<file path="config.mk">
export PLATFORM = sky130hd
export DESIGN_NAME = lpga_line_input_ctrl
export DESIGN_NICKNAME = d
export VERILOG_FILES = /design/src/lpga_pkg.sv /design/src/lpga_amp_if.sv /design/src/lpga_gain_stage.sv /design/src/lpga_line_input_ctrl.sv
export SDC_FILE = /design/constraint.sdc
export NUM_CORES = 1
export LEC_CHECK = 0
export BUFFER_PORTS_ARGS = -buffer_cell sky130_fd_sc_hd__buf_2
export CAP_MARGIN = 25
export CORE_ASPECT_RATIO = 1.4
export CORE_MARGIN = 2
export CORE_UTILIZATION = 56
export DETAILED_ROUTE_END_ITERATION = 7
export PLACE_DENSITY_LB_ADDON = 0.3
export SLEW_MARGIN = 10
export SYNTH_ARGS = -nofsm -noshare
export SYNTH_HDL_FRONTEND = slang
export SYNTH_HIERARCHICAL = 1
export SYNTH_SLANG_ARGS = --single-unit
</file>
<file path="constraint.sdc">
create_clock -name ref_clk -period 3 [get_ports ref_clk]
set_input_delay 0.6 -clock ref_clk [delete_from_list [all_inputs] [get_ports ref_clk]]
set_output_delay 0.6 -clock ref_clk [all_outputs]
set_load 0.005 [all_outputs]
</file>
<file path="src/lpga_pkg.sv">
// Constants for the line-input amplifier control block: register map, fields, resets, timing.
// Assumes a 40 MHz reference clock and a 7-bit register address with 16-bit data words.
`default_nettype none

package lpga_pkg;

  // Register addresses
  localparam logic [6:0] ADDR_POWER_MGMT_TWO = 7'h02;
  localparam logic [6:0] ADDR_PAIR1_LINE_CTRL = 7'h16;
  localparam logic [6:0] ADDR_PAIR2_LINE_CTRL = 7'h17;
  localparam logic [6:0] ADDR_VOLUME_FIRST   = 7'h18;  // Four volume registers follow in order
  localparam logic [6:0] ADDR_VOLUME_LAST    = 7'h1B;

  // Field positions
  localparam int POS_ENABLE_TOP   = 7;  // Enables at 7..4, first amp of pair 1 highest
  localparam int POS_DIFF_SELECT  = 1;
  localparam int POS_VOL_UPDATE   = 8;
  localparam int POS_MUTE         = 7;
  localparam int POS_ZERO_CROSS   = 6;
  localparam int POS_VOL_LSB      = 0;
  localparam int VOL_WIDTH        = 3;

  // Reset values
  localparam logic [3:0] RST_ENABLE    = 4'h0;
  localparam logic [1:0] RST_DIFF      = 2'h3;
  localparam logic [3:0] RST_MUTE      = 4'hF;
  localparam logic [3:0] RST_ZERO_CROSS = 4'h0;
  localparam logic [2:0] RST_VOL       = 3'h3;

  // Gain per code in half-dB steps, differential mode, two's complement
  localparam logic [7:0][6:0] GAIN_HALF_DB_TABLE =
    {7'h24, 7'h24, 7'h18, 7'h0C, 7'h07, 7'h00, 7'h79, 7'h74};
  localparam logic [6:0] SINGLE_ENDED_BOOST = 7'h0C;  // Extra +6dB

  // Timeout clock
  localparam int REF_CLK_MHZ        = 40;
  localparam int TOUT_FAST_US       = 64;
  localparam int TOUT_SLOW_US       = 256;
  localparam int TOUT_FAST_CYCLES   = TOUT_FAST_US * REF_CLK_MHZ;
  localparam int TOUT_SLOW_CYCLES   = TOUT_SLOW_US * REF_CLK_MHZ;
  localparam int TOUT_CNT_WIDTH     = 14;
  localparam logic [1:0] TOUT_TICKS = 2'h2;  // Ticks that make one timeout period

endpackage : lpga_pkg

`default_nettype wire

</file>
<file path="src/lpga_amp_if.sv">
// Bundle between the register bank and one amplifier gain stage.
// Assumes both ends run on the same reference clock.
`default_nettype none

interface lpga_amp_if;
  logic       loadStrobe;    // One-cycle pulse: take staged volume
  logic [2:0] stagedVol;
  logic       zcEnable;
  logic       zeroCrossEvt;  // One-cycle pulse per detected crossing
  logic       timeoutTick;
  logic [2:0] appliedVol;
  logic       pending;

  modport ctrl  (output loadStrobe, stagedVol, zcEnable, zeroCrossEvt, timeoutTick,
                 input appliedVol, pending);
  modport stage (input loadStrobe, stagedVol, zcEnable, zeroCrossEvt, timeoutTick,
                 output appliedVol, pending);
endinterface : lpga_amp_if

`default_nettype wire

</file>
<file path="src/lpga_gain_stage.sv">
// Applied gain of one amplifier: immediate or zero-cross gated load with timeout fallback.
// Assumes load, zero-cross and tick pulses are already synchronous to ref_clk.
`default_nettype none

module lpga_gain_stage (
  input  wire logic ref_clk,
  input  wire logic rst_b,
  lpga_amp_if.stage amp
);
  import lpga_pkg::*;

  logic [2:0] pendingVol_reg;
  logic [1:0] tickCnt_reg;
  logic       applyNow;

  // Gated load completes on a crossing or after a full timeout period
  assign applyNow = amp.pending && (amp.zeroCrossEvt || (amp.timeoutTick && tickCnt_reg == TOUT_TICKS - 2'h1));

  // Applied volume
  always_ff @(posedge ref_clk or negedge rst_b) begin
    if (!rst_b) begin
      amp.appliedVol <= RST_VOL;
    end else if (amp.loadStrobe && !amp.zcEnable) begin
      amp.appliedVol <= amp.stagedVol;
    end else if (!amp.loadStrobe && applyNow) begin
      amp.appliedVol <= pendingVol_reg;
    end
  end

  // Pending load and timeout tick count
  always_ff @(posedge ref_clk or negedge rst_b) begin
    if (!rst_b) begin
      amp.pending    <= 1'b0;
      pendingVol_reg <= RST_VOL;
      tickCnt_reg    <= 2'h0;
    end else if (amp.loadStrobe) begin
      amp.pending    <= amp.zcEnable;
      pendingVol_reg <= amp.stagedVol;
      tickCnt_reg    <= 2'h0;
    end else if (applyNow) begin
      amp.pending <= 1'b0;
      tickCnt_reg <= 2'h0;
    end else if (amp.pending && amp.timeoutTick) begin
      tickCnt_reg <= tickCnt_reg + 2'h1;
    end
  end
endmodule : lpga_gain_stage

`default_nettype wire

</file>
<file path="src/lpga_line_input_ctrl.sv">
// Register bank and control for four line-input amplifiers in two input pairs.
// Assumes an upstream two-wire serial front end turns bus frames into the word-wide
// register strobes here, and analogue comparators give asynchronous zero-cross levels.
`default_nettype none

module lpga_line_input_ctrl #(
  parameter int TOUT_SLOW_CYC = lpga_pkg::TOUT_SLOW_CYCLES
) (
  input  wire logic             ref_clk,
  input  wire logic             rst_b,
  input  wire logic             regWrEn,
  input  wire logic             regRdEn,
  input  wire logic [6:0]       regAddr,
  input  wire logic [15:0]      regWrData,
  output logic      [15:0]      regRdData,
  output logic                  regRdValid,
  input  wire logic             timeoutClockEnable,
  input  wire logic             timeoutClockRate,
  input  wire logic [3:0]       zeroCrossAsync,
  output logic      [3:0]       ampEnable,
  output logic      [3:0]       ampMute,
  output logic      [3:0]       ampUsed,
  output logic      [1:0]       pinRouteDiff,
  output logic      [3:0][2:0]  ampVolCode,
  output logic      [3:0][6:0]  ampGainHalfDb
);
  import lpga_pkg::*;

  logic [3:0]                 pwrEnable_reg;
  logic [1:0]                 pairDiff_reg;
  logic [3:0]                 mute_reg;
  logic [3:0]                 zeroCross_reg;
  logic [3:0][2:0]            vol_reg;
  logic [1:0]                 loadPair_reg;
  logic [TOUT_CNT_WIDTH-1:0]  toutCnt_reg;
  logic [TOUT_CNT_WIDTH-1:0]  toutLimit;
  logic                       toutTick;
  logic [3:0]                 zcMeta_reg;
  logic [3:0]                 zcSync_reg;
  logic [3:0]                 zcLast_reg;
  logic [1:0]                 volIdx;
  logic                       wrVol;

  // True when the address hits one of the four volume registers
  function automatic logic isVolAddr(input logic [6:0] addr);
    isVolAddr = (addr >= ADDR_VOLUME_FIRST) && (addr <= ADDR_VOLUME_LAST);
  endfunction : isVolAddr

  // Amplifier index of a volume register address
  function automatic logic [1:0] volIndex(input logic [6:0] addr);
    logic [6:0] diff;
    diff     = addr - ADDR_VOLUME_FIRST;
    volIndex = diff[1:0];
  endfunction : volIndex

  // Applied gain in half-dB steps from code and pair mode
  function automatic logic [6:0] gainHalfDb(input logic [2:0] code, input logic singleEnded);
    gainHalfDb = 7'(GAIN_HALF_DB_TABLE[code] + (singleEnded ? SINGLE_ENDED_BOOST : 7'h00));
  endfunction : gainHalfDb

  assign volIdx = volIndex(regAddr);
  assign wrVol  = regWrEn && isVolAddr(regAddr);

  // Power management enables
  always_ff @(posedge ref_clk or negedge rst_b) begin
    if (!rst_b) begin
      pwrEnable_reg <= RST_ENABLE;
    end else if (regWrEn && regAddr == ADDR_POWER_MGMT_TWO) begin
      pwrEnable_reg <= {regWrData[POS_ENABLE_TOP-3], regWrData[POS_ENABLE_TOP-2],
                        regWrData[POS_ENABLE_TOP-1], regWrData[POS_ENABLE_TOP]};
    end
  end

  // Pair mode bits
  always_ff @(posedge ref_clk or negedge rst_b) begin
    if (!rst_b) begin
      pairDiff_reg <= RST_DIFF;
    end else if (regWrEn && regAddr == ADDR_PAIR1_LINE_CTRL) begin
      pairDiff_reg[0] <= regWrData[POS_DIFF_SELECT];
    end else if (regWrEn && regAddr == ADDR_PAIR2_LINE_CTRL) begin
      pairDiff_reg[1] <= regWrData[POS_DIFF_SELECT];
    end
  end

  // Staged volume, mute and zero-cross settings
  always_ff @(posedge ref_clk or negedge rst_b) begin
    if (!rst_b) begin
      mute_reg      <= RST_MUTE;
      zeroCross_reg <= RST_ZERO_CROSS;
      vol_reg       <= {4{RST_VOL}};
    end else if (wrVol) begin
      mute_reg[volIdx]      <= regWrData[POS_MUTE];
      zeroCross_reg[volIdx] <= regWrData[POS_ZERO_CROSS];
      vol_reg[volIdx]       <= regWrData[POS_VOL_LSB +: VOL_WIDTH];
    end
  end

  // Update strobe: one pulse per pair, the cycle after the write that carries it
  always_ff @(posedge ref_clk or negedge rst_b) begin
    if (!rst_b) begin
      loadPair_reg <= 2'h0;
    end else begin
      loadPair_reg <= 2'h0;
      if (wrVol && regWrData[POS_VOL_UPDATE]) begin
        loadPair_reg[volIdx[1]] <= 1'b1;
      end
    end
  end

  // Registered read port; update bit and unmapped addresses read zero
  always_ff @(posedge ref_clk or negedge rst_b) begin
    if (!rst_b) begin
      regRdData  <= 16'h0000;
      regRdValid <= 1'b0;
    end else begin
      regRdValid <= regRdEn;
      regRdData  <= 16'h0000;
      if (regRdEn) begin
        if (regAddr == ADDR_POWER_MGMT_TWO) begin
          regRdData[POS_ENABLE_TOP -: 4] <= {pwrEnable_reg[0], pwrEnable_reg[1], pwrEnable_reg[2], pwrEnable_reg[3]};
        end else if (regAddr == ADDR_PAIR1_LINE_CTRL) begin
          regRdData[POS_DIFF_SELECT] <= pairDiff_reg[0];
        end else if (regAddr == ADDR_PAIR2_LINE_CTRL) begin
          regRdData[POS_DIFF_SELECT] <= pairDiff_reg[1];
        end else if (isVolAddr(regAddr)) begin
          regRdData[POS_MUTE]                   <= mute_reg[volIdx];
          regRdData[POS_ZERO_CROSS]             <= zeroCross_reg[volIdx];
          regRdData[POS_VOL_LSB +: VOL_WIDTH]   <= vol_reg[volIdx];
        end
      end
    end
  end

  // Timeout clock divider: one-cycle tick at the selected rate while enabled
  assign toutLimit = timeoutClockRate ? TOUT_CNT_WIDTH'(TOUT_SLOW_CYC - 1) : TOUT_CNT_WIDTH'(TOUT_FAST_CYCLES - 1);
  assign toutTick  = timeoutClockEnable && (toutCnt_reg >= toutLimit);

  always_ff @(posedge ref_clk or negedge rst_b) begin
    if (!rst_b) begin
      toutCnt_reg <= '0;
    end else if (!timeoutClockEnable || toutTick) begin
      toutCnt_reg <= '0;
    end else begin
      toutCnt_reg <= toutCnt_reg + TOUT_CNT_WIDTH'(1);
    end
  end

  // Zero-cross synchronisers and rising-edge detect
  always_ff @(posedge ref_clk or negedge rst_b) begin
    if (!rst_b) begin
      zcMeta_reg <= 4'h0;
      zcSync_reg <= 4'h0;
      zcLast_reg <= 4'h0;
    end else begin
      zcMeta_reg <= zeroCrossAsync;
      zcSync_reg <= zcMeta_reg;
      zcLast_reg <= zcSync_reg;
    end
  end

  // One gain stage per amplifier
  lpga_amp_if ampIf[4] ();

  for (genvar i = 0; i < 4; i++) begin : g_amp
    assign ampIf[i].loadStrobe   = loadPair_reg[i/2];
    assign ampIf[i].stagedVol    = vol_reg[i];
    assign ampIf[i].zcEnable     = zeroCross_reg[i];
    assign ampIf[i].zeroCrossEvt = zcSync_reg[i] && !zcLast_reg[i];
    assign ampIf[i].timeoutTick  = toutTick;
    assign ampVolCode[i]         = ampIf[i].appliedVol;

    lpga_gain_stage u_stage (
      .ref_clk (ref_clk),
      .rst_b   (rst_b),
      .amp     (ampIf[i])
    );

    // Applied gain including single-ended boost
    always_ff @(posedge ref_clk or negedge rst_b) begin
      if (!rst_b) begin
        ampGainHalfDb[i] <= GAIN_HALF_DB_TABLE[RST_VOL];
      end else begin
        ampGainHalfDb[i] <= gainHalfDb(ampIf[i].appliedVol, !pairDiff_reg[i/2]);
      end
    end
  end

  // Pin routing and amplifier use: second amp of a pair is idle in differential mode
  assign pinRouteDiff = pairDiff_reg;
  assign ampEnable    = pwrEnable_reg;
  assign ampMute      = mute_reg;
  assign ampUsed      = {pwrEnable_reg[3] && !pairDiff_reg[1], pwrEnable_reg[2],
                         pwrEnable_reg[1] && !pairDiff_reg[0], pwrEnable_reg[0]};
endmodule : lpga_line_input_ctrl

`default_nettype wire

</file>
# [After elaboration in Yosys (flattened, before gate mapping)]
# Memory sizes are Yosys's and may differ from the RTL's.
# Index checks and enable logic that the tools add are counted.
[classes] n_mux=67 eq_ne=7 bitwise_logic=1 reduce_logical=66 addsub=10 magnitude_cmp=11
[ops] op="$mux 3" count=13
[ops] op="$mux 2" count=18
[ops] op="$logic_and 1x1->1" count=35
[ops] op="$mux 14" count=2
[ops] op="$mux 7" count=4
[ops] op="$mux 1" count=18
[ops] op="$lt 3x4->1 const B" count=4
[ops] op="$reduce_bool 2->1" count=8
[ops] op="$add 14x1->14 const B" count=1
[ops] op="$add 7x4->7" count=2
[ops] op="$add 7x7->7" count=2
[ops] op="$eq 7x5->1 const B" count=2
[ops] op="$ge 14x14->1" count=1
[ops] op="$logic_not 1->1" count=13
[ops] op="$bwmux 12" count=1
[ops] op="$mux 4" count=3
[ops] op="$reduce_bool 3->1" count=4
[ops] op="$add 2x1->2 const B" count=4
[ops] op="$bwmux 4" count=2
[ops] op="$eq 2x1->1 const B" count=4
[ops] op="$eq 7x2->1 const B" count=1
[ops] op="$ge 7x5->1 const B" count=1
[ops] op="$le 7x5->1 const B" count=1
[ops] op="$bmux 3 s2" count=1
[ops] op="other kinds (12)" count=17
[totals] mem_bits_ro=224 reg_bits=126 input_bits=33 output_inout_bits=71 word_cells=202 mem_count=4
[memory_table] name="(no name shown)" depth=8 width=7 read_ports=1 rd_clocked_by_memory_dff=0 write_ports=0 line_no="lpga_line_input_ctrl.sv:58" rtl="gainHalfDb = 7'(GAIN_HALF_DB_TABLE[code] + (singleEnded ? SINGLE_ENDED_BOOST : 7'h00));"
[memory_table] name="(no name shown)" depth=8 width=7 read_ports=1 rd_clocked_by_memory_dff=0 write_ports=0 line_no="lpga_line_input_ctrl.sv:58"
[memory_table] name="(no name shown)" depth=8 width=7 read_ports=1 rd_clocked_by_memory_dff=0 write_ports=0 line_no="lpga_line_input_ctrl.sv:58"
[memory_table] name="(no name shown)" depth=8 width=7 read_ports=1 rd_clocked_by_memory_dff=0 write_ports=0 line_no="lpga_line_input_ctrl.sv:58"

# [Logic depth before layout (Yosys ltp)]
# Gate-level depths: netlist (run 1).
[depth] ltp_word=9 ltp_mapped=9 depth_no_buf=9

# [Cells and area by module]
# Netlist (run 1), hierarchy kept.
[by_module_without_submodules] module="lpga_line_input_ctrl" seq_area_each_um2=2284.7 n_inst=1 area_each_um2=4300.4 cells_per_inst=346
[by_module_without_submodules] module="lpga_gain_stage" seq_area_each_um2=230.2 n_inst=4 area_each_um2=462.9 cells_per_inst=35

# [Worst setup path before layout (run 1)]
# Ideal clock, no wire load.
[synth_timing] path_kind="in2reg" startpoint="input port timeoutClockRate" endpoint="register g_amp[0].u_stage.amp.appliedVol[2]" setup_time_ps=125 t_arrival_ps=2404 path_stages=9 n_path_buf=0 setup_slack_ps=471 required_time_ps=2875 path_cell_list="inv_1 > ha_1 > and4_1 > a31oi_1 > o21ai_0 > and2_1 > a211oi_2 > a211oi_4 > mux2_2"
[synth_between] elab_chain_len=8
[synth_rtl] element="start, declared" line_no="lpga_line_input_ctrl.sv:18" rtl="input wire logic timeoutClockRate,"
[synth_rtl] element="$mux 14" line_no="lpga_line_input_ctrl.sv:135" rtl="assign toutLimit = timeoutClockRate ? TOUT_CNT_WIDTH'(TOUT_SLOW_CYC - 1) : TOUT_CNT_WIDTH'(TOUT_FAST_CYCLES - ..."
[synth_rtl] element="$ge 14x14->1" line_no="lpga_line_input_ctrl.sv:136" rtl="assign toutTick = timeoutClockEnable && (toutCnt_reg >= toutLimit);"
[synth_rtl] element="$logic_and 1x1->1" line_no="lpga_line_input_ctrl.sv:136"
[synth_rtl] element="named net ampIf[0].timeoutTick" line_no="lpga_amp_if.sv:10" rtl="logic timeoutTick;"
[synth_rtl] element="$logic_and 1x1->1" line_no="lpga_gain_stage.sv:17" rtl="assign applyNow = amp.pending && (amp.zeroCrossEvt || (amp.timeoutTick && tickCnt_reg == TOUT_TICKS - 2'h1));"
[synth_rtl] element="$logic_or 1x1->1" line_no="lpga_gain_stage.sv:17"
[synth_rtl] element="$logic_and 1x1->1" line_no="lpga_gain_stage.sv:17"
[synth_rtl] element="$logic_and 1x1->1" line_no="lpga_gain_stage.sv:25" rtl="end else if (!amp.loadStrobe && applyNow) begin"
[synth_rtl] element="$reduce_bool 2->1 (no source line)"
[synth_rtl] element="end signal, assigned" line_no="lpga_gain_stage.sv:24" rtl="amp.appliedVol <= amp.stagedVol;"
[synth_rtl] element="end signal, assigned" line_no="lpga_gain_stage.sv:26" rtl="amp.appliedVol <= pendingVol_reg;"
[synth_rtl] element="end, declared" line_no="lpga_amp_if.sv:17" rtl="output appliedVol, pending);"
# The timed path passes the listed nets, and every way through them passes these cells.
# A chain may end at the register's enable or synchronous reset.

# [Worst setup path after layout (run 1)]
[layout_timing] startpoint="register toutCnt_reg[9]" endpoint="register g_amp[0].u_stage.amp.appliedVol[2]"
[layout_between] elab_chain_len=7
[layout_rtl] element="start, declared" line_no="lpga_line_input_ctrl.sv:35" rtl="logic [TOUT_CNT_WIDTH-1:0] toutCnt_reg;"
[layout_rtl] element="start signal, assigned" line_no="lpga_line_input_ctrl.sv:144" rtl="toutCnt_reg <= toutCnt_reg + TOUT_CNT_WIDTH'(1);"
[layout_rtl] element="$ge 14x14->1" line_no="lpga_line_input_ctrl.sv:136"
[layout_rtl] element="$logic_and 1x1->1" line_no="lpga_line_input_ctrl.sv:136"
[layout_rtl] element="named net ampIf[0].timeoutTick" line_no="lpga_amp_if.sv:10"
[layout_rtl] element="$logic_and 1x1->1" line_no="lpga_gain_stage.sv:17"
[layout_rtl] element="$logic_or 1x1->1" line_no="lpga_gain_stage.sv:17"
[layout_rtl] element="$logic_and 1x1->1" line_no="lpga_gain_stage.sv:17"
[layout_rtl] element="$logic_and 1x1->1" line_no="lpga_gain_stage.sv:25"
[layout_rtl] element="$reduce_bool 2->1 (no source line)"
# The timed path passes the listed nets, and every way through them passes these cells.

==> run_summary.xml, run 1 <==
<?xml version="1.0" encoding="UTF-8"?>
<metrics>
  <group name="clocking">
    <metric name="clock_sinks" unit="">126</metric>
    <metric name="tritoncts" unit="">yes</metric>
    <metric name="clkLatencyLatePin" unit="ns">0.41</metric>
    <metric name="cts.path.max_buffers" unit="">2</metric>
    <metric name="cts_buffers" unit="">17</metric>
    <metric name="path_clk_slew" unit="ns">0.05</metric>
    <metric name="cts_hold_buffers" unit="">0</metric>
    <metric name="cts-root-buf" unit="">sky130_fd_sc_hd__clkbuf_16</metric>
    <metric name="buffers_inserted_by_post_cts_timing_repair" unit="">0</metric>
    <metric name="htreeDepth" unit="">4</metric>
    <metric name="number_of_cells_upsized_or_downsized_after_cts" unit="">0</metric>
  </group>
  <group name="power_and_ir_drop">
    <metric name="pwr-share-clk" unit="">0.468</metric>
    <metric name="intPower" unit="mW">3.38</metric>
    <metric name="net-switching-power" unit="mW">0.982</metric>
    <metric name="power.share.combinational" unit="">0.093</metric>
    <metric name="switching_share" unit="">0.225</metric>
    <metric name="ir_drop" unit="V">0.000448</metric>
    <metric name="static-leakage-power" unit="nW">3.49</metric>
    <metric name="pwr_per_cell_area" unit="nW/um2">599</metric>
    <metric name="p_seq_frac" unit="">0.439</metric>
  </group>
  <group name="sta">
    <metric name="finalHoldViolations" unit="">0</metric>
    <metric name="timing.final.setup_violations" unit="">0</metric>
    <metric name="slew_violations" unit="">0</metric>
    <metric name="finalWorstSetupSlack" unit="ns">0.487</metric>
    <metric name="rsz0062_at_grt" unit="">false</metric>
    <metric name="finalSetupTns" unit="ns">0</metric>
    <metric name="worst_slew_pin_slew" unit="ns">0.935</metric>
    <metric name="period_share" unit="">0.838</metric>
    <metric name="slew-limit-headroom" unit="">0.377</metric>
    <metric name="final.min_clock_period" unit="ns">2.51</metric>
    <metric name="skew_final" unit="ns">0.00729</metric>
    <metric name="max_freq" unit="MHz">398</metric>
  </group>
  <group name="synth">
    <metric name="synth_largest_area_cell" unit="">sky130_fd_sc_hd__dfrtp_1</metric>
    <metric name="seq_area_frac_synth" unit="">0.521</metric>
    <metric name="synth_cells" unit="">486</metric>
    <metric name="ys_top_cells_by_area" unit="">sky130_fd_sc_hd__dfrtp_1 (34%), sky130_fd_sc_hd__dfstp_2 (18%), sky130_fd_sc_hd__mux2_2 (12%)</metric>
    <metric name="synth_top_flop_cell" unit="">sky130_fd_sc_hd__dfrtp_1</metric>
    <metric name="yosys.area.top_type_share" unit="">0.342</metric>
    <metric name="edff_count_synth" unit="">0</metric>
    <metric name="yosys_register_bits" unit="">126</metric>
    <metric name="mappedNetlistArea" unit="um2">6150</metric>
    <metric name="synthArstFlopShare" unit="">1.00</metric>
    <metric name="synthDistinctLibCells" unit="">46</metric>
    <metric name="postSynthAreaPerCell" unit="um2">12.7</metric>
    <metric name="synth-warning-count" unit="">6</metric>
  </group>
  <group name="placed_design">
    <metric name="pre_cts_slack" unit="ns">0.127</metric>
    <metric name="dpl.hpwl" unit="mm">8.15</metric>
    <metric name="port_buffers" unit="">86</metric>
    <metric name="place_congestion" unit="">0.890</metric>
    <metric name="placed_cell_area" unit="um2">6690</metric>
  </group>
  <group name="hold_path">
    <metric name="min-delay-path-class" unit="">input port to asynchronous set/reset pin</metric>
  </group>
  <group name="finish">
    <metric name="flip_flop_count_of_the_largest_register_all_copies_and_words_added" unit="">28</metric>
    <metric name="flow.area_growth_from_synthesis" unit="%">18.3</metric>
    <metric name="drive_gt1_frac" unit="">0.405</metric>
    <metric name="final_common_cell" unit="">sky130_fd_sc_hd__buf_2</metric>
    <metric name="antennaDiodeCount" unit="">0</metric>
    <metric name="finalNetCount" unit="">655</metric>
    <metric name="mostFrequentLayoutCells" unit="">sky130_fd_sc_hd__buf_2 (85), sky130_fd_sc_hd__dfrtp_1 (84), sky130_fd_sc_hd__mux2_2 (65)</metric>
    <metric name="design_area" unit="um2">7280</metric>
  </group>
  <group name="global_routing">
    <metric name="grt_pass1_vias" unit="">4054</metric>
    <metric name="grt_most_used_layer" unit="">met2</metric>
    <metric name="grt.met2_usage" unit="">0.374</metric>
    <metric name="grt_remaining_overflow" unit="">0</metric>
    <metric name="antenna_found_initial" unit="">0</metric>
    <metric name="gr-usage-met1" unit="">0.241</metric>
    <metric name="grt_use_total" unit="">0.211</metric>
    <metric name="grt_pass1_wl" unit="mm">19.5</metric>
    <metric name="grt_max_degree" unit="">70</metric>
    <metric name="grt.met3_usage" unit="">0.0606</metric>
  </group>
  <group name="setup_path">
    <metric name="cp_cell_sequence" unit="">ha_1 -&gt; and4_1 -&gt; a31oi_1 -&gt; o21ai_0 -&gt; and2_1 -&gt; a211oi_2 -&gt; a211oi_4 -&gt; mux2_2</metric>
    <metric name="setup.worst_path.end_class" unit="">flop</metric>
    <metric name="cpPeakStageDelay" unit="ns">0.41</metric>
    <metric name="critical_path.n_buffers_inverters" unit="">0</metric>
    <metric name="arrival_time_at_the_worst_endpoint" unit="ns">2.81</metric>
    <metric name="worstPathRequired" unit="ns">3.29</metric>
    <metric name="timing.setup.critical_path_class" unit="">flop to flop</metric>
    <metric name="cp-start-kind" unit="">flop</metric>
    <metric name="crit_family" unit="">compound AO/OA/AOI/OAI gates</metric>
    <metric name="cpMaxStageDelayCell" unit="">sky130_fd_sc_hd__dfrtp_1</metric>
    <metric name="worstPathMaxFanout" unit="">8</metric>
  </group>
  <group name="drt">
    <metric name="wirelength" unit="mm">11.5</metric>
    <metric name="route.detailed.vias_per_inst" unit="">5.29</metric>
    <metric name="wl_per_cell" unit="um">15.6</metric>
    <metric name="route.antenna.remaining_nets" unit="">0</metric>
    <metric name="drt_first_iter_violations" unit="">140</metric>
    <metric name="route.vias.total" unit="">3913</metric>
    <metric name="drt_first_pass_iters" unit="">4</metric>
    <metric name="post-route-drc-count" unit="">0</metric>
  </group>
  <group name="run">
    <metric name="number_of_max_capacitance_violations_reported" unit="">0</metric>
  </group>
  <group name="floorplan">
    <metric name="chipHeight" unit="um">128</metric>
    <metric name="start_util" unit="">0.572</metric>
    <metric name="chipWidth" unit="um">92.6</metric>
    <metric name="design.core.area" unit="um2">10800</metric>
    <metric name="floorplan.io_pins" unit="">104</metric>
    <metric name="die_area" unit="um2">11900</metric>
    <metric name="row_count" unit="">45</metric>
  </group>
  <group name="run_status">
    <metric name="run_status" unit="">finished clean</metric>
  </group>
</metrics>
[synth_stat cells (4+ instances only)]
master	n
sky130_fd_sc_hd__a211oi_2	4
sky130_fd_sc_hd__a211oi_4	4
sky130_fd_sc_hd__a21oi_1	17
sky130_fd_sc_hd__a221oi_1	4
sky130_fd_sc_hd__and2_1	8
sky130_fd_sc_hd__buf_4	11
sky130_fd_sc_hd__buf_6	5
sky130_fd_sc_hd__dfrtp_1	84
sky130_fd_sc_hd__dfstp_2	42
sky130_fd_sc_hd__fa_1	4
sky130_fd_sc_hd__ha_1	33
sky130_fd_sc_hd__inv_1	33
sky130_fd_sc_hd__mux2_2	65
sky130_fd_sc_hd__mux4_1	5
sky130_fd_sc_hd__nand2_1	24
sky130_fd_sc_hd__nand2b_1	5
sky130_fd_sc_hd__nand2b_4	4
sky130_fd_sc_hd__nand3_1	8
sky130_fd_sc_hd__nor2_1	31
sky130_fd_sc_hd__nor2b_1	17
sky130_fd_sc_hd__nor3_1	10
sky130_fd_sc_hd__nor4_1	4
sky130_fd_sc_hd__o21ai_0	11
sky130_fd_sc_hd__or3_1	4
sky130_fd_sc_hd__or4_1	4
sky130_fd_sc_hd__xnor2_1	14
sky130_fd_sc_hd__xor2_1	8
[final timing paths]
kind                                        start                            endpoint  slack (ns)  cells after the start
worst min-delay path                        rst_b                      toutCnt_reg[4]        0.14                      1
min in group ref_clk            zeroCrossAsync[0]                       zcMeta_reg[0]        0.29                      1
max in group asynchronous                   rst_b                    ampGainHalfDb[1]        2.11                      2
worst max-delay path               toutCnt_reg[9]  g_amp[0].u_stage/amp.appliedVol[2]        0.49                      8
worst min register to register      zcMeta_reg[1]                       zcSync_reg[1]        0.35                      0
worst max register to register     toutCnt_reg[9]  g_amp[0].u_stage/amp.appliedVol[2]        0.49                      8
[layout make-up]
cell class              instances  area [um2]
clock buffers                  24         472
clock inverters                 8         115
fillers                       785        3480
inverters                      33         124
multi-input cells             316        2700
flip-flops and latches        126        3210
well taps                     141         176
repair buffers                 91         483
[metal layers]
layer | wire [um] | part of all wire
met1 | 4660 | 0.41
met2 | 6210 | 0.54
met3 | 481 | 0.042
met5 | 0 | 0
met4 | 144 | 0.013
[cell families (layout without fill, tap and decap cells)]
kind of cell,count (synthesis),in the layout,share of synthesized area
AO/OA/AOI/OAI,44,44,0.0545
XOR/XNOR,22,22,0.0313
adder cells (fa/ha/maj),37,37,0.0801
buffers and inverters,52,156,0.0447
flip-flops,126,126,0.521
multiplexers,71,71,0.142
other,1,9,0.000610
AND/OR/NAND/NOR,133,133,0.126
[per-stage QoR]
step	cells	utilization	power (mW)	hold WS (ns)
2_1_floorplan	494	-	2.17	0.304
3_3_place_gp	707	0.622	2.33	0.334
3_5_place_dp	707	0.622	2.35	0.335
4_1_cts	739	0.677	4.41	0.147
5_1_grt	739	0.677	4.53	0.165
6_report	739	0.677	4.36	0.136
[power groups by stage]
stage / Combinational (mW) / Clock (mW) / Sequential, mW
2_1_floorplan: 0.234 / 0 / 1.93
3_3_place_gp: 0.393 / 0 / 1.94
3_5_place_dp: 0.411 / 0 / 1.94
4_1_cts: 0.414 / 2.08 / 1.92
5_1_grt: 0.459 / 2.14 / 1.93
6_report: 0.405 / 2.04 / 1.92
Note: power is estimated with default switching activity, not from simulation.
==> inputs of run 2 (changes only) <==
- ABC_AREA: default -> 1
- CORE_UTILIZATION: 56 -> 57
- clock period: 3 -> 2.5 ns (I/O delays scaled with it)
==> run 2 against run 1 <==
Net effect:
- combinational power increased by 1%
- sequential cell count unchanged
- clock power increased by 25%
- register-to-register slack got worse by 0.24 ns
- fmax increased by 11%
- utilization increased by 1.7 points
- power increased by 20%
- worst hold slack improved by 0.054 ns
- synthesized cell count increased by 50%
- die area increased by 2.2%
- routed wire length increased by 17%
- global-route usage increased by 2.4 points
- largest power group unchanged
==> run_summary.xml, run 2 <==
<?xml version="1.0" encoding="UTF-8"?>
<metrics>
  <group name="synth">
    <metric name="synth_top_flop_cell" unit="">sky130_fd_sc_hd__dfrtp_1</metric>
    <metric name="ys_top_cells_by_area" unit="">sky130_fd_sc_hd__dfrtp_1 (33%), sky130_fd_sc_hd__dfstp_2 (17%), sky130_fd_sc_hd__nand2_1 (12%)</metric>
    <metric name="postSynthAreaPerCell" unit="um2">8.78</metric>
    <metric name="edff_count_synth" unit="">0</metric>
    <metric name="yosys.area.top_type_share" unit="">0.328</metric>
    <metric name="synth.cells.most_frequent" unit="">sky130_fd_sc_hd__nand2_1 (211), sky130_fd_sc_hd__inv_1 (90), sky130_fd_sc_hd__dfrtp_1 (84), sky130_fd_sc_hd__nand3_1 (62), sky130_fd_sc_hd__nor2_1 (57)</metric>
    <metric name="synthArstFlopShare" unit="">1.00</metric>
    <metric name="mappedNetlistArea" unit="um2">6410</metric>
    <metric name="synth-warning-count" unit="">6</metric>
    <metric name="yosys.cell_count.top_type" unit="">sky130_fd_sc_hd__nand2_1</metric>
    <metric name="synthDistinctLibCells" unit="">30</metric>
    <metric name="synth_largest_area_cell" unit="">sky130_fd_sc_hd__dfrtp_1</metric>
    <metric name="yosys_register_bits" unit="">126</metric>
    <metric name="synth_cells" unit="">730</metric>
    <metric name="seq_area_frac_synth" unit="">0.500</metric>
  </group>
  <group name="finish">
    <metric name="flow.area_growth_from_synthesis" unit="%">18.3</metric>
    <metric name="finalNetCount" unit="">900</metric>
    <metric name="mostFrequentLayoutCells" unit="">sky130_fd_sc_hd__nand2_1 (211), sky130_fd_sc_hd__inv_1 (90), sky130_fd_sc_hd__buf_2 (85)</metric>
    <metric name="drive_gt1_frac" unit="">0.244</metric>
    <metric name="design_area" unit="um2">7580</metric>
    <metric name="flip_flop_count_of_the_largest_register_all_copies_and_words_added" unit="">28</metric>
    <metric name="antennaDiodeCount" unit="">0</metric>
    <metric name="n_fill_cell" unit="">843</metric>
    <metric name="final_common_cell" unit="">sky130_fd_sc_hd__nand2_1</metric>
  </group>
  <group name="drt">
    <metric name="route.detailed.vias_per_inst" unit="">5.19</metric>
    <metric name="drt_first_pass_iters" unit="">5</metric>
    <metric name="route.vias.total" unit="">5107</metric>
    <metric name="wl_per_cell" unit="um">13.6</metric>
    <metric name="post-route-drc-count" unit="">0</metric>
    <metric name="route.antenna.remaining_nets" unit="">0</metric>
    <metric name="wirelength" unit="mm">13.4</metric>
    <metric name="drt_first_iter_violations" unit="">244</metric>
  </group>
  <group name="floorplan">
    <metric name="floorplan.io_pins" unit="">104</metric>
    <metric name="die_area" unit="um2">12100</metric>
    <metric name="start_util" unit="">0.587</metric>
    <metric name="chipWidth" unit="um">93.6</metric>
    <metric name="design.core.area" unit="um2">10900</metric>
    <metric name="row_count" unit="">45</metric>
    <metric name="chipHeight" unit="um">129</metric>
  </group>
  <group name="setup_path">
    <metric name="worstPathRequired" unit="ns">2.79</metric>
    <metric name="worstPathMaxFanout" unit="">8</metric>
    <metric name="timing.critical_path.from" unit="">toutCnt_reg[0]</metric>
    <metric name="cp_common_cell" unit="">sky130_fd_sc_hd__nand3_1</metric>
    <metric name="cpMaxStageDelayCell" unit="">sky130_fd_sc_hd__dfrtp_1</metric>
    <metric name="cpPeakStageDelay" unit="ns">0.42</metric>
    <metric name="r2r-start" unit="">toutCnt_reg[0]</metric>
    <metric name="setup.worst_path.end_class" unit="">flop</metric>
    <metric name="cp-start-kind" unit="">flop</metric>
    <metric name="arrival_time_at_the_worst_endpoint" unit="ns">2.55</metric>
    <metric name="timing.setup.critical_path_class" unit="">flop to flop</metric>
    <metric name="cp_cell_sequence" unit="">ha_1 -&gt; nand3_1 -&gt; nor2_2 -&gt; nand3_1 -&gt; a21boi_0 -&gt; buf_4 -&gt; nand2_1 -&gt; nand2_1 -&gt; nand3_1 -&gt; nand3_1 -&gt; nand2_1</metric>
  </group>
  <group name="placed_design">
    <metric name="place_congestion" unit="">0.898</metric>
    <metric name="dpl.hpwl" unit="mm">9.75</metric>
    <metric name="port_buffers" unit="">86</metric>
    <metric name="placed_cell_area" unit="um2">6950</metric>
  </group>
  <group name="sta">
    <metric name="slew-limit-headroom" unit="">0.452</metric>
    <metric name="rsz0062_at_grt" unit="">false</metric>
    <metric name="finalSetupTns" unit="ns">0</metric>
    <metric name="final.min_clock_period" unit="ns">2.25</metric>
    <metric name="skew_final" unit="ns">0.00598</metric>
    <metric name="max_freq" unit="MHz">443</metric>
    <metric name="slew_violations" unit="">0</metric>
    <metric name="finalHoldViolations" unit="">0</metric>
    <metric name="fin_worst_hold_slack" unit="ns">0.190</metric>
    <metric name="period_share" unit="">0.902</metric>
    <metric name="worst_slew_pin_slew" unit="ns">0.821</metric>
    <metric name="timing.final.setup_violations" unit="">0</metric>
  </group>
  <group name="clocking">
    <metric name="cts-root-buf" unit="">sky130_fd_sc_hd__clkbuf_16</metric>
    <metric name="cts.path.max_buffers" unit="">2</metric>
    <metric name="clock_sinks" unit="">126</metric>
    <metric name="path_clk_slew" unit="ns">0.06</metric>
    <metric name="tritoncts" unit="">yes</metric>
    <metric name="cts_buffers" unit="">17</metric>
    <metric name="clkLatencyLatePin" unit="ns">0.41</metric>
    <metric name="buffers_inserted_by_post_cts_timing_repair" unit="">0</metric>
    <metric name="htreeDepth" unit="">4</metric>
  </group>
  <group name="run_status">
    <metric name="run_status" unit="">finished clean</metric>
  </group>
  <group name="hold_path">
    <metric name="min-delay-path-class" unit="">input port to flop</metric>
    <metric name="worst_hold_startpoint" unit="">zeroCrossAsync[0]</metric>
  </group>
  <group name="power_and_ir_drop">
    <metric name="static-leakage-power" unit="nW">3.91</metric>
    <metric name="pwr_per_cell_area" unit="nW/um2">688</metric>
    <metric name="ir_drop" unit="V">0.000495</metric>
  </group>
  <group name="run">
    <metric name="number_of_max_capacitance_violations_reported" unit="">0</metric>
  </group>
  <group name="global_routing">
    <metric name="grt_pass1_wl" unit="mm">22.3</metric>
    <metric name="grt_remaining_overflow" unit="">0</metric>
    <metric name="grt_pass1_vias" unit="">5023</metric>
    <metric name="grt_max_degree" unit="">57</metric>
    <metric name="antenna_found_initial" unit="">0</metric>
    <metric name="grt_use_total" unit="">0.235</metric>
  </group>
</metrics>
-- run 2: cell count changes in the layout (fill, tap and decap cells not counted), moves of 17 or more --
cell	before	now
sky130_fd_sc_hd__nand2_1	24	211
sky130_fd_sc_hd__mux2_2	65	0
sky130_fd_sc_hd__inv_1	33	90
sky130_fd_sc_hd__nand3_1	8	62
sky130_fd_sc_hd__nor2_1	31	57
sky130_fd_sc_hd__o21ai_0	11	36
sky130_fd_sc_hd__nor2b_1	17	0
-- run 2: repair_timing --
item	CTS	global route
hold buffers	1	0
endpoints found under the hold margin	10	0
gates resized for setup	0	0
-- run 2: routing by layer --
| metal | share of wire | track usage |
|---|---|---|
| met2 | 0.54 | 0.408 |
| met1 | 0.39 | 0.273 |
| met4 | 0.028 | 0.124 |
| met3 | 0.046 | 0.0512 |
| met5 | 0 | 0 |
-- run 2: kinds of logic after synthesis --
kind of cell / Yosys count / synth area share
and+or+nand+nor: 376 / 0.265
DFF: 126 / 0.500
buffers and inverters: 118 / 0.0810
AOI/OAI and AO/OA: 54 / 0.0512
adders and majority gates: 37 / 0.0769
xor gates and xnor gates: 18 / 0.0246
other: 1 / 0.000585
-- run 2: path summary, 6_finish.rpt --
kind / end / slack [ns] / cells after the start
max in group asynchronous: g_amp[3].u_stage/amp.appliedVol[1] / 1.31 / 3
min in group asynchronous: zcSync_reg[2] / 0.52 / 2
worst min-delay path: zcMeta_reg[0] / 0.19 / 1
worst min register to register: zcSync_reg[3] / 0.35 / 0
worst max-delay path: g_amp[3].u_stage/amp.appliedVol[2] / 0.25 / 11
worst max register to register: g_amp[3].u_stage/amp.appliedVol[2] / 0.25 / 11
-- run 2: stage by stage --
stage / worst slack (ns) / instances / util / power [mW]
2_1_floorplan: 0.187 / 738 / - / 2.52
3_3_place_gp: 0.294 / 951 / 0.636 / 2.68
3_5_place_dp: 0.183 / 951 / 0.636 / 2.71
4_1_cts: 0.289 / 984 / 0.694 / 5.26
5_1_grt: 0.0629 / 984 / 0.694 / 5.43
6_report: 0.245 / 984 / 0.694 / 5.21
-- run 2: power breakdown --
part	internal (mW)	total, mW	switching, mW
clock network	1.66	2.54	0.881
registers	2.18	2.26	0.0832
logic	0.164	0.411	0.247
-- run 2: cell type report --
class | count | area (um2) | share of cell area
clock buffer | 17 | 425 | 0.0561
clock inverter | 15 | 196 | 0.0259
inverter | 100 | 380 | 0.0502
multi-input combinational | 494 | 2710 | 0.358
sequential | 126 | 3210 | 0.423
tap | 141 | 176 | 0.0233
timing repair buffer | 91 | 485 | 0.0640
-- run 2: critical path: cells and delay by family, from the launching register on --
kind	cells	cell delay, ns
adders and majority gates	1	0.21
DFF	1	0.42
and+or+nand+nor	8	0.99
buffers and inverters	1	0.24
AOI/OAI and AO/OA	1	0.27
==> inputs of run 3 (changes only) <==
- TNS_END_PERCENT: default -> 50
- clock period: 2.5 -> 2.3 ns (I/O delays scaled with it)
==> run 3 against run 2 <==
Net effect:
- via count decreased by 1.4%
- routed wire length is essentially flat
- clock skew rose by 0.0025 ns
- global-route usage rose by 0.68 points
- fmax up 2.3%
- largest cell class unchanged
- cell count unchanged
- die area unchanged
- count of clock-buffer cells in the layout increased by 2
- clock power up 13%
- combinational power increased by 11%
- sequential power rose by 8.8%
- utilization rose by 0.25 points
==> run_summary.xml, run 3 (same netlist as run 2, synthesis figures left out) <==
<?xml version="1.0" encoding="UTF-8"?>
<metrics>
  <group name="run_status">
    <metric name="run_status" unit="">finished clean</metric>
  </group>
  <group name="setup_path">
    <metric name="setup.worst_path.end_class" unit="">flop</metric>
    <metric name="r2r-start" unit="">g_amp[2].u_stage/amp.appliedVol[1]</metric>
    <metric name="timing.setup.critical_path_class" unit="">flop to flop</metric>
    <metric name="cp-start-kind" unit="">flop</metric>
    <metric name="worstPathMaxFanout" unit="">6</metric>
    <metric name="setup_slack_on_the_worst_flop_to_flop_path" unit="ns">0.1</metric>
    <metric name="arrival_time_at_the_worst_endpoint" unit="ns">2.51</metric>
    <metric name="worstPathRequired" unit="ns">2.60</metric>
    <metric name="worstReg2RegEnd" unit="">ampGainHalfDb[20]</metric>
    <metric name="worstRegToRegCells" unit="">9</metric>
  </group>
  <group name="finish">
    <metric name="n_fill_cell" unit="">853</metric>
    <metric name="final_common_cell" unit="">sky130_fd_sc_hd__nand2_1</metric>
    <metric name="final_core_util" unit="">0.697</metric>
    <metric name="combined_area_of_the_multi_input_logic_cells" unit="um2">2730</metric>
    <metric name="drive_gt1_frac" unit="">0.249</metric>
    <metric name="flip_flop_count_of_the_largest_register_all_copies_and_words_added" unit="">28</metric>
    <metric name="sequential_cell_area" unit="um2">3210</metric>
    <metric name="flow.area_growth_from_synthesis" unit="%">18.8</metric>
    <metric name="antennaDiodeCount" unit="">0</metric>
    <metric name="mostFrequentLayoutCells" unit="">sky130_fd_sc_hd__nand2_1 (211), sky130_fd_sc_hd__inv_1 (90), sky130_fd_sc_hd__buf_2 (85)</metric>
    <metric name="finalNetCount" unit="">900</metric>
  </group>
  <group name="clocking">
    <metric name="htreeDepth" unit="">4</metric>
    <metric name="cts.path.max_buffers" unit="">2</metric>
    <metric name="path_clk_slew" unit="ns">0.06</metric>
    <metric name="tritoncts" unit="">yes</metric>
    <metric name="cts_buffers" unit="">17</metric>
    <metric name="cts-root-buf" unit="">sky130_fd_sc_hd__clkbuf_16</metric>
    <metric name="cts_hold_buffers" unit="">0</metric>
    <metric name="clock_sinks" unit="">126</metric>
    <metric name="clkLatencyLatePin" unit="ns">0.41</metric>
  </group>
  <group name="drt">
    <metric name="post-route-drc-count" unit="">0</metric>
    <metric name="route.antenna.remaining_nets" unit="">0</metric>
    <metric name="wirelength" unit="mm">13.4</metric>
    <metric name="route.detailed.vias_per_inst" unit="">5.12</metric>
    <metric name="route.vias.total" unit="">5035</metric>
    <metric name="wl_per_cell" unit="um">13.6</metric>
    <metric name="drt_first_iter_violations" unit="">283</metric>
    <metric name="drt_first_pass_iters" unit="">5</metric>
  </group>
  <group name="global_routing">
    <metric name="grt_pass1_wl" unit="mm">22.9</metric>
    <metric name="grt_remaining_overflow" unit="">0</metric>
    <metric name="antenna_found_initial" unit="">0</metric>
    <metric name="grt_use_total" unit="">0.242</metric>
    <metric name="grt.met2_usage" unit="">0.419</metric>
    <metric name="grt_most_used_layer" unit="">met2</metric>
    <metric name="grt_pass1_vias" unit="">5035</metric>
    <metric name="grt.met3_usage" unit="">0.0616</metric>
    <metric name="grt_max_degree" unit="">42</metric>
    <metric name="gr-usage-met1" unit="">0.287</metric>
  </group>
  <group name="power_and_ir_drop">
    <metric name="pwr-share-clk" unit="">0.495</metric>
    <metric name="intPower" unit="mW">4.42</metric>
    <metric name="static-leakage-power" unit="nW">3.93</metric>
    <metric name="p_seq_frac" unit="">0.426</metric>
    <metric name="pwr_per_cell_area" unit="nW/um2">759</metric>
    <metric name="net-switching-power" unit="mW">1.35</metric>
    <metric name="ir_drop" unit="V">0.000506</metric>
    <metric name="power.share.combinational" unit="">0.079</metric>
    <metric name="switching_share" unit="">0.234</metric>
  </group>
  <group name="placed_design">
    <metric name="dpl.hpwl" unit="mm">9.82</metric>
    <metric name="pre_cts_slack" unit="ns">0.0744</metric>
    <metric name="place_congestion" unit="">0.916</metric>
    <metric name="port_buffers" unit="">86</metric>
  </group>
  <group name="sta">
    <metric name="timing.final.setup_violations" unit="">0</metric>
    <metric name="rsz0062_at_grt" unit="">true</metric>
    <metric name="slew-limit-headroom" unit="">0.482</metric>
    <metric name="finalWorstSetupSlack" unit="ns">0.0962</metric>
    <metric name="slew_violations" unit="">0</metric>
    <metric name="skew_final" unit="ns">0.00846</metric>
    <metric name="period_share" unit="">0.958</metric>
    <metric name="max_freq" unit="MHz">454</metric>
    <metric name="finalHoldViolations" unit="">0</metric>
    <metric name="worst_slew_pin_slew" unit="ns">0.777</metric>
    <metric name="final.min_clock_period" unit="ns">2.20</metric>
  </group>
  <group name="floorplan">
    <metric name="design.core.area" unit="um2">10900</metric>
    <metric name="row_count" unit="">45</metric>
    <metric name="chipWidth" unit="um">93.6</metric>
    <metric name="start_util" unit="">0.587</metric>
    <metric name="die_area" unit="um2">12100</metric>
    <metric name="floorplan.io_pins" unit="">104</metric>
    <metric name="chipHeight" unit="um">129</metric>
  </group>
  <group name="run">
    <metric name="number_of_max_capacitance_violations_reported" unit="">0</metric>
  </group>
  <group name="hold_path">
    <metric name="min-delay-path-class" unit="">input port to asynchronous set/reset pin</metric>
  </group>
</metrics>
run 3: changes by cell type in the layout (fill, tap and decap cells not counted), sizes merged:
cell,before,now
clkinvlp,4,1
clkbuf,17,19
inv,96,98
buf,90,91
clkinv,11,10
dlygate4sd3,1,0
run 3: worst max-delay path by stage:
| stage | end | startpoint | cells past startpoint |
|---|---|---|---|
| final | ampGainHalfDb[20] | g_amp[2].u_stage/amp.appliedVol[1] | 9 |
| after CTS | ampGainHalfDb[20] | g_amp[2].u_stage/amp.appliedVol[1] | 10 |
| after detailed placement | g_amp[3].u_stage/amp.appliedVol[2] | timeoutClockRate | 13 |
| after global routing | ampGainHalfDb[20] | g_amp[2].u_stage/amp.appliedVol[1] | 10 |
| after floorplan | g_amp[2].u_stage/amp.appliedVol[2] | timeoutClockRate | 12 |
| after global placement | g_amp[3].u_stage/amp.appliedVol[2] | timeoutClockRate | 13 |
run 3: area by class of cell:
class                           count  share of cell area
Sequential cell                   126               0.421
Multi-Input combinational cell    494               0.358
Timing Repair Buffer               91              0.0635
Clock buffer                       19              0.0595
Inverter                          100              0.0500
Clock inverter                     13              0.0245
Tap cell                          141              0.0232
run 3: metal layers:
metal | vias to the layer above | wire length [um]
met5 | - | 0
met4 | 0 | 348
met3 | 35 | 627
met2 | 132 | 7180
met1 | 2385 | 5260
li1 | 2483 | -
run 3: per-stage QoR:
| step | hold slack [ns] | total power [mW] | setup TNS, ns | std cells | area (um2) |
|---|---|---|---|---|---|
| finish | 0.0326 | 5.77 | 0 | 984 | 7610 |
| CTS | 0.0447 | 5.82 | 0 | 984 | 7600 |
| floorplan | 0.164 | 2.74 | 0 | 738 | 6440 |
| detailed placement | 0.342 | 2.95 | 0 | 952 | 6960 |
| global placement | 0.333 | 2.92 | 0 | 952 | 6960 |
| global route | 0.0638 | 6.01 | -0.117 | 984 | 7610 |
run 3: what timing repair did:
item / CTS / global route
buffers inserted: 0 / 0
gates resized for setup: 0 / 5
endpoints found under the setup margin: 0 / 22
run 3: worst max-delay path, stage by stage (launching register included):
cell and delay, ns:
sky130_fd_sc_hd__dfstp_2 0.58, sky130_fd_sc_hd__inv_1 0.09, sky130_fd_sc_hd__ha_1 0.19, sky130_fd_sc_hd__o21ai_0 0.23, sky130_fd_sc_hd__ha_1 0.22, sky130_fd_sc_hd__inv_1 0.06
sky130_fd_sc_hd__fa_1 0.40, sky130_fd_sc_hd__nor2_1 0.10, sky130_fd_sc_hd__nand2_1 0.07, sky130_fd_sc_hd__xnor2_1 0.14
run 3: power by group through the flow:
| stage | logic [mW] | clock network (mW) | registers (mW) |
|---|---|---|---|
| floorplan | 0.254 | 0 | 2.48 |
| global placement | 0.429 | 0 | 2.49 |
| detailed placement | 0.456 | 0 | 2.50 |
| CTS | 0.459 | 2.89 | 2.46 |
| global route | 0.525 | 3.01 | 2.48 |
| finish | 0.455 | 2.86 | 2.46 |
